**src/fat_pkg.sv**
```systemverilog
package fat_pkg;
    localparam logic [7:0] FAT_CODE_COMMIT = 8'hD2;
    localparam logic [7:0] FAT_CODE_CLEAR = 8'h4E;
    localparam logic [7:0] FAT_CODE_DISABLE = 8'hB1;
    // register word addresses (byte address bits 3:2)
    localparam logic [1:0] FAT_ADR_CTRL = 2'h0;
    localparam logic [1:0] FAT_ADR_CODE = 2'h1;
    localparam logic [1:0] FAT_ADR_STAT = 2'h2;
    localparam logic [1:0] FAT_ADR_MASK = 2'h3;
    // guard_control_reg_a field positions
    localparam int FAT_BIT_GEN = 7;
    localparam int FAT_BIT_RAMSEL = 1;
    localparam int FAT_BIT_ACTION = 0;
    localparam logic [7:0] FAT_CTRL_RESET = 8'h80;
    // status bits
    localparam int FAT_ST_IRQ = 0;
    localparam int FAT_ST_RST = 1;
    localparam int FAT_ST_CLR = 2;
    localparam int FAT_ST_W = 3;
    // reset pulse: 24 periods of fc at most
    localparam int FAT_RST_FC_PERIODS = 24;
    localparam int FAT_CLK_MHZ = 200;
    localparam int FAT_FC_MHZ = 200;
    localparam int FAT_RST_CYCLES =
        (FAT_RST_FC_PERIODS * FAT_CLK_MHZ) / FAT_FC_MHZ;
    localparam logic [15:0] FAT_RAM_LO = 16'h0040;
    localparam logic [15:0] FAT_RAM_HI = 16'h043F;
    localparam logic [15:0] FAT_SFR_LO = 16'h0000;
    localparam logic [15:0] FAT_SFR_HI = 16'h003F;
endpackage

```
**src/fat_trap_if.sv**
```systemverilog
`timescale 1ns/1ps
`default_nettype none
interface fat_trap_if;
    logic fetch_valid;
    logic [15:0] fetch_addr;
    logic ram_trap_select;
    logic hit_sfr;
    logic hit_ram;
    logic trap;
    modport det (input fetch_valid, input fetch_addr,
        input ram_trap_select, output hit_sfr, output hit_ram, output trap);
    modport use_side (output fetch_valid, output fetch_addr,
        output ram_trap_select, input hit_sfr, input hit_ram, input trap);
endinterface
`default_nettype wire

```
**src/fat_top.sv**
```systemverilog
`timescale 1ns/1ps
`default_nettype none
module fat_top #(
    parameter int ADDR_W = 16
) (
    input wire logic mclk,
    input wire logic rst,
    input wire logic [31:0] wb_adr_i,
    input wire logic [31:0] wb_dat_i,
    output logic [31:0] wb_dat_o,
    input wire logic [3:0] wb_sel_i,
    input wire logic wb_we_i,
    input wire logic wb_cyc_i,
    input wire logic wb_stb_i,
    output logic wb_ack_o,
    input wire logic fetch_valid,
    input wire logic [ADDR_W-1:0] fetch_addr,
    input wire logic low_speed_mode_one,
    output logic fetch_trap_irq,
    output logic reset_pin_n_o,
    output logic reset_pin_oe,
    output logic internal_reset,
    output logic fast_osc_restart,
    output logic guard_counter_clear,
    output logic guard_running,
    output logic irq
);
    localparam int CW = $clog2(fat_pkg::FAT_RST_CYCLES + 1);
    localparam logic [CW-1:0] RST_LEN = CW'(fat_pkg::FAT_RST_CYCLES);

    logic [7:0] ctrl_reg;
    logic ram_sel_live_reg;
    logic guard_run_reg;
    logic clr_pulse_reg;
    logic ack_reg;
    logic [31:0] rdata_reg;
    logic irq_pend_reg;
    logic [CW-1:0] rcnt_reg;
    logic osc_reg;
    logic [fat_pkg::FAT_ST_W-1:0] stat_reg;
    logic [fat_pkg::FAT_ST_W-1:0] mask_reg;

    fat_trap_if tif ();
    assign tif.fetch_valid = fetch_valid;
    assign tif.fetch_addr = 16'(fetch_addr);
    assign tif.ram_trap_select = ram_sel_live_reg;

    fat_detect u_det (
        .t(tif.det)
    );

    wire req = wb_cyc_i && wb_stb_i && !ack_reg;
    wire wr = req && wb_we_i && wb_sel_i[0];
    wire [1:0] widx = wb_adr_i[3:2];
    wire wr_ctrl = wr && widx == fat_pkg::FAT_ADR_CTRL;
    wire wr_code = wr && widx == fat_pkg::FAT_ADR_CODE;
    wire wr_stat = wr && widx == fat_pkg::FAT_ADR_STAT;
    wire wr_mask = wr && widx == fat_pkg::FAT_ADR_MASK;
    wire [7:0] wbyte = wb_dat_i[7:0];
    wire code_commit = wr_code && wbyte == fat_pkg::FAT_CODE_COMMIT;
    wire code_clear = wr_code && wbyte == fat_pkg::FAT_CODE_CLEAR;
    wire code_dis = wr_code && wbyte == fat_pkg::FAT_CODE_DISABLE;
    wire guard_en = ctrl_reg[fat_pkg::FAT_BIT_GEN];
    wire action = ctrl_reg[fat_pkg::FAT_BIT_ACTION];
    wire in_reset = rcnt_reg != '0;
    wire trap_ok = tif.trap && !in_reset;
    wire trap_irq = trap_ok && !action;
    wire trap_rst = trap_ok && action;
    wire [fat_pkg::FAT_ST_W-1:0] ev = {code_clear, trap_rst, trap_irq};
    wire [31:0] rd_mux =
        widx == fat_pkg::FAT_ADR_STAT ? 32'(stat_reg) :
        widx == fat_pkg::FAT_ADR_MASK ? 32'(mask_reg) :
        32'h00000000; // write-only guard registers read as zero

    always_ff @(posedge mclk) begin
        if (rst) begin
            ctrl_reg <= fat_pkg::FAT_CTRL_RESET;
            ram_sel_live_reg <= 1'b0;
        end else begin
            if (wr_ctrl) begin
                ctrl_reg <= wbyte;
            end
            // select acts only once committed
            if (code_commit) begin
                ram_sel_live_reg <= ctrl_reg[fat_pkg::FAT_BIT_RAMSEL];
            end
        end
    end

    always_ff @(posedge mclk) begin
        if (rst) begin
            guard_run_reg <= 1'b1;
            clr_pulse_reg <= 1'b0;
        end else begin
            clr_pulse_reg <= code_clear;
            if (code_dis && !guard_en) begin
                guard_run_reg <= 1'b0;
            end else if (wr_ctrl && wbyte[fat_pkg::FAT_BIT_GEN]) begin
                guard_run_reg <= 1'b1;
            end
        end
    end

    // non-maskable: held for one cycle after the trap, no enable gating
    always_ff @(posedge mclk) begin
        if (rst) begin
            irq_pend_reg <= 1'b0;
        end else begin
            irq_pend_reg <= trap_irq;
        end
    end

    // trap reset counter; rst clears a pulse in flight to zero at the next mclk edge
    always_ff @(posedge mclk) begin
        if (rst) begin
            rcnt_reg <= '0;
            osc_reg <= 1'b0;
        end else if (trap_rst) begin
            rcnt_reg <= RST_LEN;
            osc_reg <= low_speed_mode_one;
        end else if (in_reset) begin
            rcnt_reg <= rcnt_reg - CW'(1);
        end else begin
            osc_reg <= 1'b0;
        end
    end

    always_ff @(posedge mclk) begin
        if (rst) begin
            stat_reg <= '0;
            mask_reg <= '0;
        end else begin
            // set wins over write-one-to-clear
            stat_reg <= (stat_reg & ~(wr_stat ? wbyte[fat_pkg::FAT_ST_W-1:0]
                : '0)) | ev;
            if (wr_mask) begin
                mask_reg <= wbyte[fat_pkg::FAT_ST_W-1:0];
            end
        end
    end

    always_ff @(posedge mclk) begin
        if (rst) begin
            ack_reg <= 1'b0;
            rdata_reg <= '0;
        end else begin
            ack_reg <= req;
            rdata_reg <= rd_mux;
        end
    end

    assign wb_ack_o = ack_reg;
    assign wb_dat_o = rdata_reg;
    assign fetch_trap_irq = trap_irq || irq_pend_reg;
    assign reset_pin_n_o = 1'b0;
    assign reset_pin_oe = in_reset;
    assign internal_reset = in_reset;
    assign fast_osc_restart = osc_reg;
    assign guard_counter_clear = clr_pulse_reg;
    assign guard_running = guard_run_reg;
    assign irq = |(stat_reg & mask_reg);

    // pulse length counted here; a repetition cannot stretch a pulse past 24 cycles
    logic [CW-1:0] oe_len_reg;
    logic oe_prev_reg;

    always_ff @(posedge mclk) begin
        if (rst) begin
            oe_len_reg <= '0;
            oe_prev_reg <= 1'b0;
        end else begin
            oe_prev_reg <= reset_pin_oe;
            if (reset_pin_oe) begin
                oe_len_reg <= oe_len_reg + CW'(1);
            end else begin
                oe_len_reg <= '0;
            end
        end
    end

    // bus side
    AST_ACK_ONE: assert property (@(posedge mclk)
        disable iff (rst) wb_ack_o |=> !wb_ack_o)
        else $error("ack longer than one cycle");
    AST_ACK_REQ: assert property (@(posedge mclk)
        disable iff (rst) wb_ack_o |-> $past(wb_cyc_i && wb_stb_i))
        else $error("ack without request");
    AST_CTRL_WR: assert property (@(posedge mclk)
        disable iff (rst) wr_ctrl |=> ctrl_reg == $past(wbyte))
        else $error("control byte not stored");
    AST_RD_ZERO: assert property (@(posedge mclk)
        disable iff (rst)
        wb_ack_o && !wb_we_i && widx == fat_pkg::FAT_ADR_CTRL |-> wb_dat_o == '0)
        else $error("write-only register read back");
    AST_MASK_OFF: assert property (@(posedge mclk)
        disable iff (rst) mask_reg == '0 |-> !irq)
        else $error("masked status raised irq");

    // codes
    AST_COMMIT: assert property (@(posedge mclk)
        disable iff (rst) code_commit |=> ram_sel_live_reg ==
        $past(ctrl_reg[fat_pkg::FAT_BIT_RAMSEL]))
        else $error("ram select not committed");
    AST_NO_COMMIT: assert property (@(posedge mclk)
        disable iff (rst) !code_commit |=> $stable(ram_sel_live_reg))
        else $error("ram select changed without code");
    AST_BAD_CODE: assert property (@(posedge mclk)
        disable iff (rst) wr_code && !code_commit && !code_clear && !code_dis
        |=> $stable(ram_sel_live_reg) && $stable(guard_run_reg)
        && !guard_counter_clear)
        else $error("unknown code acted");
    AST_CLEAR: assert property (@(posedge mclk)
        disable iff (rst) code_clear |=> guard_counter_clear)
        else $error("clear code lost");
    AST_CLR_ONE: assert property (@(posedge mclk)
        disable iff (rst) guard_counter_clear |=> !guard_counter_clear)
        else $error("clear pulse too long");
    AST_DIS: assert property (@(posedge mclk)
        disable iff (rst)
        code_dis && guard_en && !wr_ctrl |=> $stable(guard_run_reg))
        else $error("disable acted while enabled");
    AST_DIS_OK: assert property (@(posedge mclk)
        disable iff (rst) code_dis && !guard_en |=> !guard_running)
        else $error("disable code ignored");
    AST_RUN_FALL: assert property (@(posedge mclk)
        disable iff (rst) $fell(guard_running) |-> $past(code_dis && !guard_en))
        else $error("guard stopped without disable code");

    // trap detection and action
    AST_SAME_CYCLE: assert property (@(posedge mclk)
        disable iff (rst)
        tif.fetch_valid && tif.fetch_addr <= fat_pkg::FAT_SFR_HI |-> tif.trap)
        else $error("fetch not flagged in its cycle");
    AST_SFR: assert property (@(posedge mclk)
        disable iff (rst)
        tif.hit_sfr && !in_reset && !action |-> fetch_trap_irq)
        else $error("sfr fetch did not trap");
    AST_RAM_OFF: assert property (@(posedge mclk)
        disable iff (rst)
        tif.hit_ram && !ram_sel_live_reg && !tif.hit_sfr |-> !tif.trap)
        else $error("ram fetch trapped while off");
    AST_RAM_ON: assert property (@(posedge mclk)
        disable iff (rst) tif.hit_ram && ram_sel_live_reg |-> tif.trap)
        else $error("ram fetch missed while on");
    AST_ACT_IRQ: assert property (@(posedge mclk)
        disable iff (rst) trap_ok && !action |-> !trap_rst)
        else $error("interrupt action gave reset");
    AST_ACTION: assert property (@(posedge mclk)
        disable iff (rst) trap_ok && action |-> !trap_irq ##1 reset_pin_oe)
        else $error("reset action wrong");
    AST_IRQ_HOLD: assert property (@(posedge mclk)
        disable iff (rst) trap_irq |=> fetch_trap_irq)
        else $error("trap request not held");
    AST_IRQ_CAUSE: assert property (@(posedge mclk)
        disable iff (rst) fetch_trap_irq |-> trap_irq || $past(trap_irq))
        else $error("trap request without trap");
    AST_ST_SET: assert property (@(posedge mclk)
        disable iff (rst) trap_irq |=> stat_reg[fat_pkg::FAT_ST_IRQ])
        else $error("trap status not set");

    // trap reset
    AST_RST_LEN: assert property (@(posedge mclk)
        disable iff (rst)
        $rose(reset_pin_oe) |-> reset_pin_oe [*8] ##[0:20] !reset_pin_oe)
        else $error("trap reset length wrong");
    AST_RST_CAP: assert property (@(posedge mclk)
        disable iff (rst) reset_pin_oe |-> oe_len_reg < RST_LEN)
        else $error("trap reset too long");
    AST_RST_END: assert property (@(posedge mclk)
        disable iff (rst) oe_prev_reg && !reset_pin_oe |-> oe_len_reg == RST_LEN)
        else $error("trap reset ended early");
    AST_PIN_LOW: assert property (@(posedge mclk)
        disable iff (rst) reset_pin_oe |-> !reset_pin_n_o && internal_reset)
        else $error("reset pin not pulled low");
    AST_RST_QUIET: assert property (@(posedge mclk)
        disable iff (rst) in_reset |-> !trap_irq && !trap_rst)
        else $error("trap taken during reset pulse");
    AST_OSC: assert property (@(posedge mclk)
        disable iff (rst) trap_rst && low_speed_mode_one |=> fast_osc_restart)
        else $error("oscillator restart missing");
    AST_OSC_OFF: assert property (@(posedge mclk)
        disable iff (rst) !in_reset && !trap_rst |=> !fast_osc_restart)
        else $error("oscillator restart stuck");

    COV_IRQ: cover property (@(posedge mclk) trap_irq);
    COV_RST: cover property (@(posedge mclk) trap_rst);
    COV_COMMIT: cover property (@(posedge mclk) code_commit ##1 tif.hit_ram);
    COV_OSC: cover property (@(posedge mclk) trap_rst && low_speed_mode_one);
    COV_DIS: cover property (@(posedge mclk) code_dis && !guard_en);
endmodule // fat_top
`default_nettype wire

```
**src/fat_detect.sv**
```systemverilog
`timescale 1ns/1ps
`default_nettype none
module fat_detect (
    fat_trap_if.det t
);
    // purely combinational so a trap flags in the fetch cycle
    assign t.hit_sfr = t.fetch_valid && t.fetch_addr >= fat_pkg::FAT_SFR_LO
        && t.fetch_addr <= fat_pkg::FAT_SFR_HI;
    assign t.hit_ram = t.fetch_valid && t.fetch_addr >= fat_pkg::FAT_RAM_LO
        && t.fetch_addr <= fat_pkg::FAT_RAM_HI;
    assign t.trap = t.hit_sfr || (t.hit_ram && t.ram_trap_select);
endmodule // fat_detect
`default_nettype wire

```
**config.mk**
```make
export PLATFORM = sky130hd
export DESIGN_NAME = fat_top
export DESIGN_NICKNAME = d
export VERILOG_FILES = /design/src/fat_pkg.sv /design/src/fat_trap_if.sv /design/src/fat_top.sv /design/src/fat_detect.sv
export SDC_FILE = /design/constraint.sdc
export NUM_CORES = 1
export LEC_CHECK = 0
export BUFFER_PORTS_ARGS = -buffer_cell sky130_fd_sc_hd__buf_2
export CAP_MARGIN = 20
export CORE_MARGIN = 3
export CORE_UTILIZATION = 38
export DETAILED_ROUTE_END_ITERATION = 10
export GPL_ROUTABILITY_DRIVEN = 0
export PLACE_DENSITY_LB_ADDON = 0.3
export SLEW_MARGIN = 20
export SYNTH_ARGS = -nofsm -noshare
export SYNTH_HDL_FRONTEND = slang
export SYNTH_SLANG_ARGS = --single-unit
```
**constraint.sdc**
```tcl
create_clock -name mclk -period 4.55 [get_ports mclk]
set_input_delay 0.455 -clock mclk [delete_from_list [all_inputs] [get_ports mclk]]
set_output_delay 0.455 -clock mclk [all_outputs]
set_load 0.02 [all_outputs]
```
==> results.cfg, run 1 <==
[outcome]
outcome = finished clean

[floorplan]
dieArea_sq_um = 4160
die_x_um = 64.5
core_area_sq_um = 3150
die_h_um = 64.5
ioPinCount = 132
num_rows = 20
start_util_pct = 41.3

[placed_design]
place_ws_ns = 2.33
place.port_buffers = 38
place_hpwl_um = 2040
dpl-instance-area_sq_um = 1410

[cells_and_area]
largest_reg_flops = 5
n_antenna_cell = 0
fin_area_sq_um = 1430
drive_above_1_share_pct = 26.8
area_growth_pct = 10.2
fin_util_pct = 45.5
mostFrequentLayoutCells = buf_2 (38), conb_1 (30), dfxtp_1 (23), nor2_1 (15), nand2_1 (10)
fin_nets = 276
final_common_cell = buf_2

[synth]
syn_inst = 147
ys_seq_area_share_pct = 35.4
synth_ff_type = dfxtp_1
async_flop_share_pct = 0
synth_warnings = 0
synth_edf_count = 0
post_synth_instance_area_sq_um = 1300
syn_avg_cell_area_sq_um = 8.85
ys_seq_elements = 23
yosysUniqueCellTypes = 33

[timing]
finalSetupTns_ns = 0
finalCritPeriodShare_pct = 56.8
max_clock_freq_ghz = 0.387
slew_headroom_pct = 60.8
period_minus_slack_ns = 2.58
tightest_slew_ns = 0.583
drv_slew = 0
clock_skew_ns = 0.0105
setup-violations-final = 0
rsz0062_at_grt = no
timing_hold_violations_final = 0
fin_ws_ns = 1.97

[worst_setup_path]
critPathArrivalTime_ns = 2.13
end_kind = output port
required_ns = 4.09
critical_path_class = reg -> out
path_max_fanout = 7
cp-start-kind = flop

[global_routing]
antenna_found_initial = 0
grt_usage_pct = 11.9
grt_pass1_wl_um = 4040
grt_max_degree = 22
grt_pass1_vias = 942
overflow = 0

[clocking]
h-tree-depth = 1
clock_latency_ns = 0.31
numCtsBuffers = 3
clk_pin_slew_ns = 0.13
cts_tree = done
postCtsSetupBuffers = 0
holdBufCountCts = 0
cts_sinks = 23
cts-root-buf = clkbuf_4
cts_buffer_depth = 2
post_cts_resized = 0

[hold_path]
hold_class = in -> reg

[detailed_routing]
drt_iter0_markers = 34
vias = 1024
drt_wl_total_um = 2530
drcViolationCount = 0
dr.pass1.iters = 4
ant_nets = 0
vias_per_cell = 4.51
routedWlPerCell_um = 11.1

[job]
cap_violations = 0

[power]
p_leak_uw = 0.000709
irDropWorstVdd_mv = 0.247
power_density_nw_per_um2 = 358
power.total_uw = 513
-- critical path, cell delays in order (launching register included) --
cell and delay (ns):
dfxtp_1 0.33, inv_1 0.09, ha_1 0.22, nor4b_4 0.42, and4b_1 0.33, nand3b_1 0.16, nand2b_1 0.11, buf_2 0.16
-- cells in the mapped netlist (3+ instances only) --
cell / number / area share, %
a21oi_1: 7 / 2.7
buf_4: 31 / 18
clkbuf_1: 3 / 0.87
dfxtp_1: 23 / 35
inv_1: 8 / 2.3
mux2i_1: 9 / 6.9
nand2_1: 10 / 2.9
nand2b_1: 5 / 2.4
nor2_1: 15 / 4.3
nor3_1: 6 / 2.3
nor4_1: 4 / 1.9
xnor2_1: 3 / 2.0
-- per-stage QoR --
step / std cells / hold slack [ns]
2_1_floorplan: 176 / 0.452
3_3_place_gp: 223 / 0.431
3_5_place_dp: 223 / 0.451
4_1_cts: 227 / 0.399
5_1_grt: 227 / 0.389
6_report: 227 / 0.413
-- final cells by class --
type / instances / area (sq um)
fillers: 311 / 1720
multi-input cells: 110 / 671
flip-flops and latches: 23 / 460
repair buffers: 38 / 190
well taps: 44 / 55.1
inverters: 8 / 30.0
clock buffers: 3 / 22.5
clock inverters: 1 / 5.00
-- power breakdown --
group          internal [uW]  switching, uW  total (uW)  leakage (uW)
logic                   73.7            112         185      0.000505
clock network           32.8           61.0        93.8     0.0000177
registers                217           16.5         234      0.000186
-- per-layer routing --
layer  part of all wire (%)  track usage (%)
met5                      0                0
met2                     46             21.4
met4                   0.24             1.58
met1                     42             14.0
met3                     11             3.99
-- cell families after synthesis --
| family | after synthesis | synth area share (%) |
|---|---|---|
| muxes | 9 | 6.92 |
| xor gates and xnor gates | 3 | 2.02 |
| buffers and inverters | 43 | 21.4 |
| AOI/OAI and AO/OA | 12 | 6.25 |
| other | 1 | 0.288 |
| and+or+nand+nor | 54 | 26.0 |
| adders and majority gates | 2 | 1.73 |
| DFF | 23 | 35.4 |
-- worst paths after layout --
kind               startpoint             end  slack, ns  cells past startpoint
setup reg to reg  rcnt_reg[0]     rcnt_reg[4]       2.77                      6
setup / recovery  rcnt_reg[0]  fetch_trap_irq       1.97                      7
hold reg to reg      wb_ack_o        wb_ack_o       0.47                      1
hold / removal       wb_stb_i        wb_ack_o       0.41                      2
(Power assumes the default switching activity.)
==> run 2, diff against run 1 <==
CORE_UTILIZATION = 35   (was 38)
clock period = 2.6 ns   (was 4.55 ns; I/O delays follow)
==> run 2 against run 1 <==
Core utilization fell by 3.3 points. Sequential power rose by 74%. Final area increased by 2.0%. Non-clock buffer count up 1. Total power up 88%. Via count decreased by 2.8%. First-iteration DRC count is 18% higher. Count of clock-buffer cells in the layout stayed put. Die area is 7.8% higher. Wire length decreased by 5.3%. Setup slack worse by 1.6 ns. Hold slack worse by 0.14 ns.
==> results.cfg, run 2 (synthesis gave the netlist of run 1 again) <==
[outcome]
outcome = finished clean

[global_routing]
grt_pass1_wl_um = 3820
grt_max_degree = 22
grt_usage_pct = 10.9
grt_pass1_vias = 889
overflow = 0
antenna_found_initial = 0

[worst_setup_path]
critPathArrivalTime_ns = 1.94
path_delay_family = simple AND/OR/NAND/NOR gates
required_ns = 2.34
cpPeakStageDelay_ns = 0.31
crit_buf_inv = 3
end_kind = output port
path_cells = inv_1 > ha_1 > nor4b_4 > buf_4 > and4b_1 > nand3b_1 > nand2b_1 > buf_2
cp_slowest_cell = dfxtp_1
path_max_fanout = 7
cp-start-kind = flop
r2r_setup_slack_ns = 0.96
critical_path_class = reg -> out

[power]
irDropWorstVdd_mv = 0.473
sw_frac_of_total_pct = 34.9
intPower_uw = 629
power_density_nw_per_um2 = 661
power_frac_seq_pct = 42.2
clkPwrFrac_pct = 22.8
p_leak_uw = 0.000722
power.switching_uw = 337
power_frac_comb_pct = 35.1

[placed_design]
dpl-instance-area_sq_um = 1420
place.port_buffers = 38
place_hpwl_um = 1910

[cells_and_area]
n_antenna_cell = 0
fin_area_sq_um = 1460
fin_nets = 277
drive_above_1_share_pct = 27.2
area_growth_pct = 12.4
mostFrequentLayoutCells = buf_2 (38), conb_1 (30), dfxtp_1 (23), nor2_1 (15), nand2_1 (10)
largest_reg_flops = 5
fillers = 385
final_common_cell = buf_2

[timing]
max_clock_freq_ghz = 0.455
timing_hold_violations_final = 0
drv_slew = 0
rsz0062_at_grt = no
period_minus_slack_ns = 2.20
setup-violations-final = 0
finalSetupTns_ns = 0
tightest_slew_ns = 0.577
finalCritPeriodShare_pct = 84.6
slew_headroom_pct = 61.2
clock_skew_ns = 0.00574

[floorplan]
start_util_pct = 37.5
num_rows = 21
ioPinCount = 132
die_x_um = 67.0
core_area_sq_um = 3470
die_h_um = 67.0
dieArea_sq_um = 4490

[detailed_routing]
vias_per_cell = 4.33
vias = 995
drcViolationCount = 0
drt_iter0_markers = 40
routedWlPerCell_um = 10.4
drt_wl_total_um = 2390
ant_nets = 0
dr.pass1.iters = 4

[clocking]
cts-root-buf = clkbuf_8
clock_latency_ns = 0.26
holdBufCountCts = 0
cts_sinks = 23
h-tree-depth = 1
clk_pin_slew_ns = 0.08
post_cts_resized = 0
cts_tree = done
postCtsSetupBuffers = 0
numCtsBuffers = 3
cts_buffer_depth = 2

[job]
cap_violations = 0

[hold_path]
hold_class = in -> reg
run 2: changes by cell type in the layout (fill, tap and decap cells not counted):
cell / previous run / this run
buf_4: 0 / 1
clkbuf_4: 3 / 0
clkbuf_8: 0 / 3
run 2: final cells by class:
cell class / instances / area (sq um) / share of cell area, %
Multi-Input combinational cell: 110 / 671 / 45.9
Sequential cell: 23 / 460 / 31.5
Timing Repair Buffer: 39 / 198 / 13.5
Tap cell: 46 / 57.6 / 3.93
Clock buffer: 3 / 41.3 / 2.82
Inverter: 8 / 30.0 / 2.05
Clock inverter: 1 / 5.00 / 0.342
run 2: stage by stage:
step                      instances  total power [uW]  setup slack [ns]  util (%)  hold WS [ns]
final                           230               966             0.400      42.2         0.271
after global routing            230              1030             0.254      42.2         0.269
after CTS                       230               979             0.372      42.2         0.268
after detailed placement        226               755             0.676      40.8         0.434
after global placement          226               754             0.703      40.8         0.436
after floorplan                 176               709             0.852         -         0.404
run 2: power groups by stage:
stage | registers (uW) | clock network [uW] | logic [uW]
global route | 411 | 242 | 380
floorplan | 412 | 0 | 297
detailed placement | 416 | 0 | 339
CTS | 408 | 229 | 342
global placement | 415 | 0 | 339
finish | 407 | 220 | 339
run 2: metal layers:
layer  wire, um  share of wire [%]  track usage [%]  vias to the layer above
met5          0                  0                0                        -
met4          0                  0             1.52                        0
met3        287                 12             3.71                        0
met2       1040                 43             17.3                       53
met1       1070                 45             14.5                      432
li1           -                  -                -                      510
run 2: worst paths after layout:
kind | cells after the start | start | to
max | 8 | rcnt_reg[0] | fetch_trap_irq
min | 3 | low_speed_mode_one | fast_osc_restart
max reg2reg | 7 | rcnt_reg[0] | rcnt_reg[0]
min reg2reg | 2 | fast_osc_restart | fast_osc_restart
run 2: worst reg2reg max path: stages, from the launching register on:
cell     delay [ns]
dfxtp_1        0.31
inv_1          0.08
ha_1           0.22
nor4b_4        0.21
buf_4          0.19
and4b_1        0.26
and3_1         0.20
nor3_1         0.05
==> run 3, diff against run 2 <==
CORE_UTILIZATION = 32   (was 35)
clock period = 1.8 ns   (was 2.6 ns; I/O delays follow)
==> run 3 against run 2 <==
Final area grew 5.7%. Die area up 8.5%. Clock skew hardly changed. Register-to-register slack got worse by 0.81 ns. Global-route usage shrank 0.77 points. Count of clock-buffer cells in the layout unchanged. Critical endpoint unchanged.
==> results.cfg, run 3 (synthesis gave the netlist of run 1 again) <==
[cells_and_area]
final_common_cell = buf_2
fillers = 417
fin_nets = 285
multi_input_area_sq_um = 683
drive_above_1_share_pct = 32.8
area_growth_pct = 18.8
mostFrequentLayoutCells = buf_2 (37), conb_1 (30), dfxtp_1 (21), nor2_1 (15), nand2_1 (10)
largest_reg_flops = 5
regArea_sq_um = 463
fin_util_pct = 40.7
n_antenna_cell = 0

[global_routing]
grt_pass1_vias = 945
grt_pass1_wl_um = 4040
grt_usage_pct = 10.1
antenna_found_initial = 0
overflow = 0
grt_max_degree = 22

[floorplan]
num_rows = 22
ioPinCount = 132
dieArea_sq_um = 4870
start_util_pct = 34.3
die_h_um = 69.8
die_x_um = 69.8
core_area_sq_um = 3800

[power]
irDropWorstVdd_mv = 0.470
intPower_uw = 961
power_frac_seq_pct = 40.7
power_frac_comb_pct = 37.7
clkPwrFrac_pct = 21.6
sw_frac_of_total_pct = 34.3
power_density_nw_per_um2 = 946
power.switching_uw = 502
p_leak_uw = 0.000761

[worst_setup_path]
path_delay_family = simple AND/OR/NAND/NOR gates
required_ns = 1.62
cp-start-kind = flop
path_cells = inv_2 > ha_4 > nor4b_4 > and4b_1 > nand3b_1 > nand2b_1 > buf_6
cpPeakStageDelay_ns = 0.33
crit_buf_inv = 2
rr_worst_depth = 9
end_kind = output port
path_depth = 7
r2r_setup_slack_ns = 0.15
reg2reg_from = rcnt_reg[0]
cp_slowest_cell = dfxtp_2
critical_path_class = reg -> out
rr_endpoint = stat_reg[0]
path_max_fanout = 2
critPathArrivalTime_ns = 1.58
startpoint = rcnt_reg[0]
worstSetupEndpoint = fetch_trap_irq

[detailed_routing]
ant_nets = 0
route.met2.wl_um = 1180
drt_iter0_markers = 36
drt_wl_total_um = 2530
routedWlPerCell_um = 10.6
dr.pass1.iters = 4
wl_met1_um = 1060
vias = 1030
drcViolationCount = 0
highest_layer = met4
met3WireLength_um = 275
vias_per_cell = 4.29

[clocking]
h-tree-depth = 1
cts_tree = done
cts_sinks = 23
cts-root-buf = clkbuf_8
cts_buffer_depth = 2
clock_latency_ns = 0.26
clk_pin_slew_ns = 0.08
numCtsBuffers = 3

[timing]
finalCritPeriodShare_pct = 97.7
timing_hold_violations_final = 0
setup-violations-final = 0
clock_skew_ns = 0.00597
drv_slew = 0
rsz0062_at_grt = yes
fin_ws_ns = 0.0409
max_clock_freq_ghz = 0.568
period_minus_slack_ns = 1.76
fin_hold_ws_ns = 0.194

[placed_design]
place.port_buffers = 38
place_ws_ns = 0.114
place_hpwl_um = 2000

[hold_path]
hold_class = in -> reg

[job]
cap_violations = 0

[outcome]
outcome = finished clean
## run 3: cell types whose count changed in the layout (fill, tap and decap cells not counted)
cell and change:
dfxtp_2 +2, dfxtp_1 -2, buf_6 +1, ha_1 -1
inv_2 +2, ha_4 +1, inv_1 -2, buf_2 -1
buf_4 +8
## run 3: repair_timing
action / CTS / global route
buffers inserted: 6 / 0
pin swaps: 2 / 1
gates cloned: 0 / 0
hold buffers: 0 / 0
resized for setup: 8 / 0
endpoints found under the setup margin: 1 / 1
## run 3: how the worst min path moves through the flow
stage | startpoint | to | cells after the start | slack (ns)
2_1_floorplan | wb_dat_i[0] | mask_reg[0] | 2 | 0.32
3_3_place_gp | wb_ack_o | wb_ack_o | 1 | 0.43
3_5_place_dp | fast_osc_restart | fast_osc_restart | 2 | 0.45
4_1_cts | low_speed_mode_one | fast_osc_restart | 3 | 0.19
5_1_grt | wb_dat_i[7] | guard_running | 3 | 0.20
6_report | low_speed_mode_one | fast_osc_restart | 3 | 0.19
## run 3: cell type report
class,count,area share (%)
Multi-Input combinational cell,110,44.2
Sequential cell,23,29.9
Timing Repair Buffer,47,17.1
Tap cell,48,3.88
Clock buffer,3,2.67
Inverter,8,1.94
Clock inverter,1,0.324
## run 3: worst min-delay path, stage by stage
cell and delay (ns):
buf_2 0.10, nand4_1 0.07, a21oi_1 0.06
## run 3: per-stage QoR
stage | power [uW] | TNS, ns | cells | area (sq um)
global route | 1550 | -0.0789 | 240 | 1550
finish | 1460 | 0 | 240 | 1550
floorplan | 1020 | 0 | 176 | 1410
global placement | 1080 | 0 | 230 | 1430
detailed placement | 1090 | 0 | 230 | 1430
CTS | 1480 | -0.00425 | 240 | 1550
## run 3: power groups by stage
| stage | Sequential, uW | Combinational (uW) | Clock (uW) |
|---|---|---|---|
| after detailed placement | 601 | 490 | 0 |
| final | 595 | 552 | 316 |
| after global placement | 600 | 483 | 0 |
| after floorplan | 595 | 428 | 0 |
| after global routing | 599 | 607 | 347 |
| after CTS | 596 | 556 | 333 |
## run 3: layer usage
metal | vias to the layer above | global-route usage [%]
met2 | 48 | 17.9
met1 | 453 | 11.2
li1 | 527 | -
met3 | 2 | 3.62
met4 | 0 | 3.19
met5 | - | 0
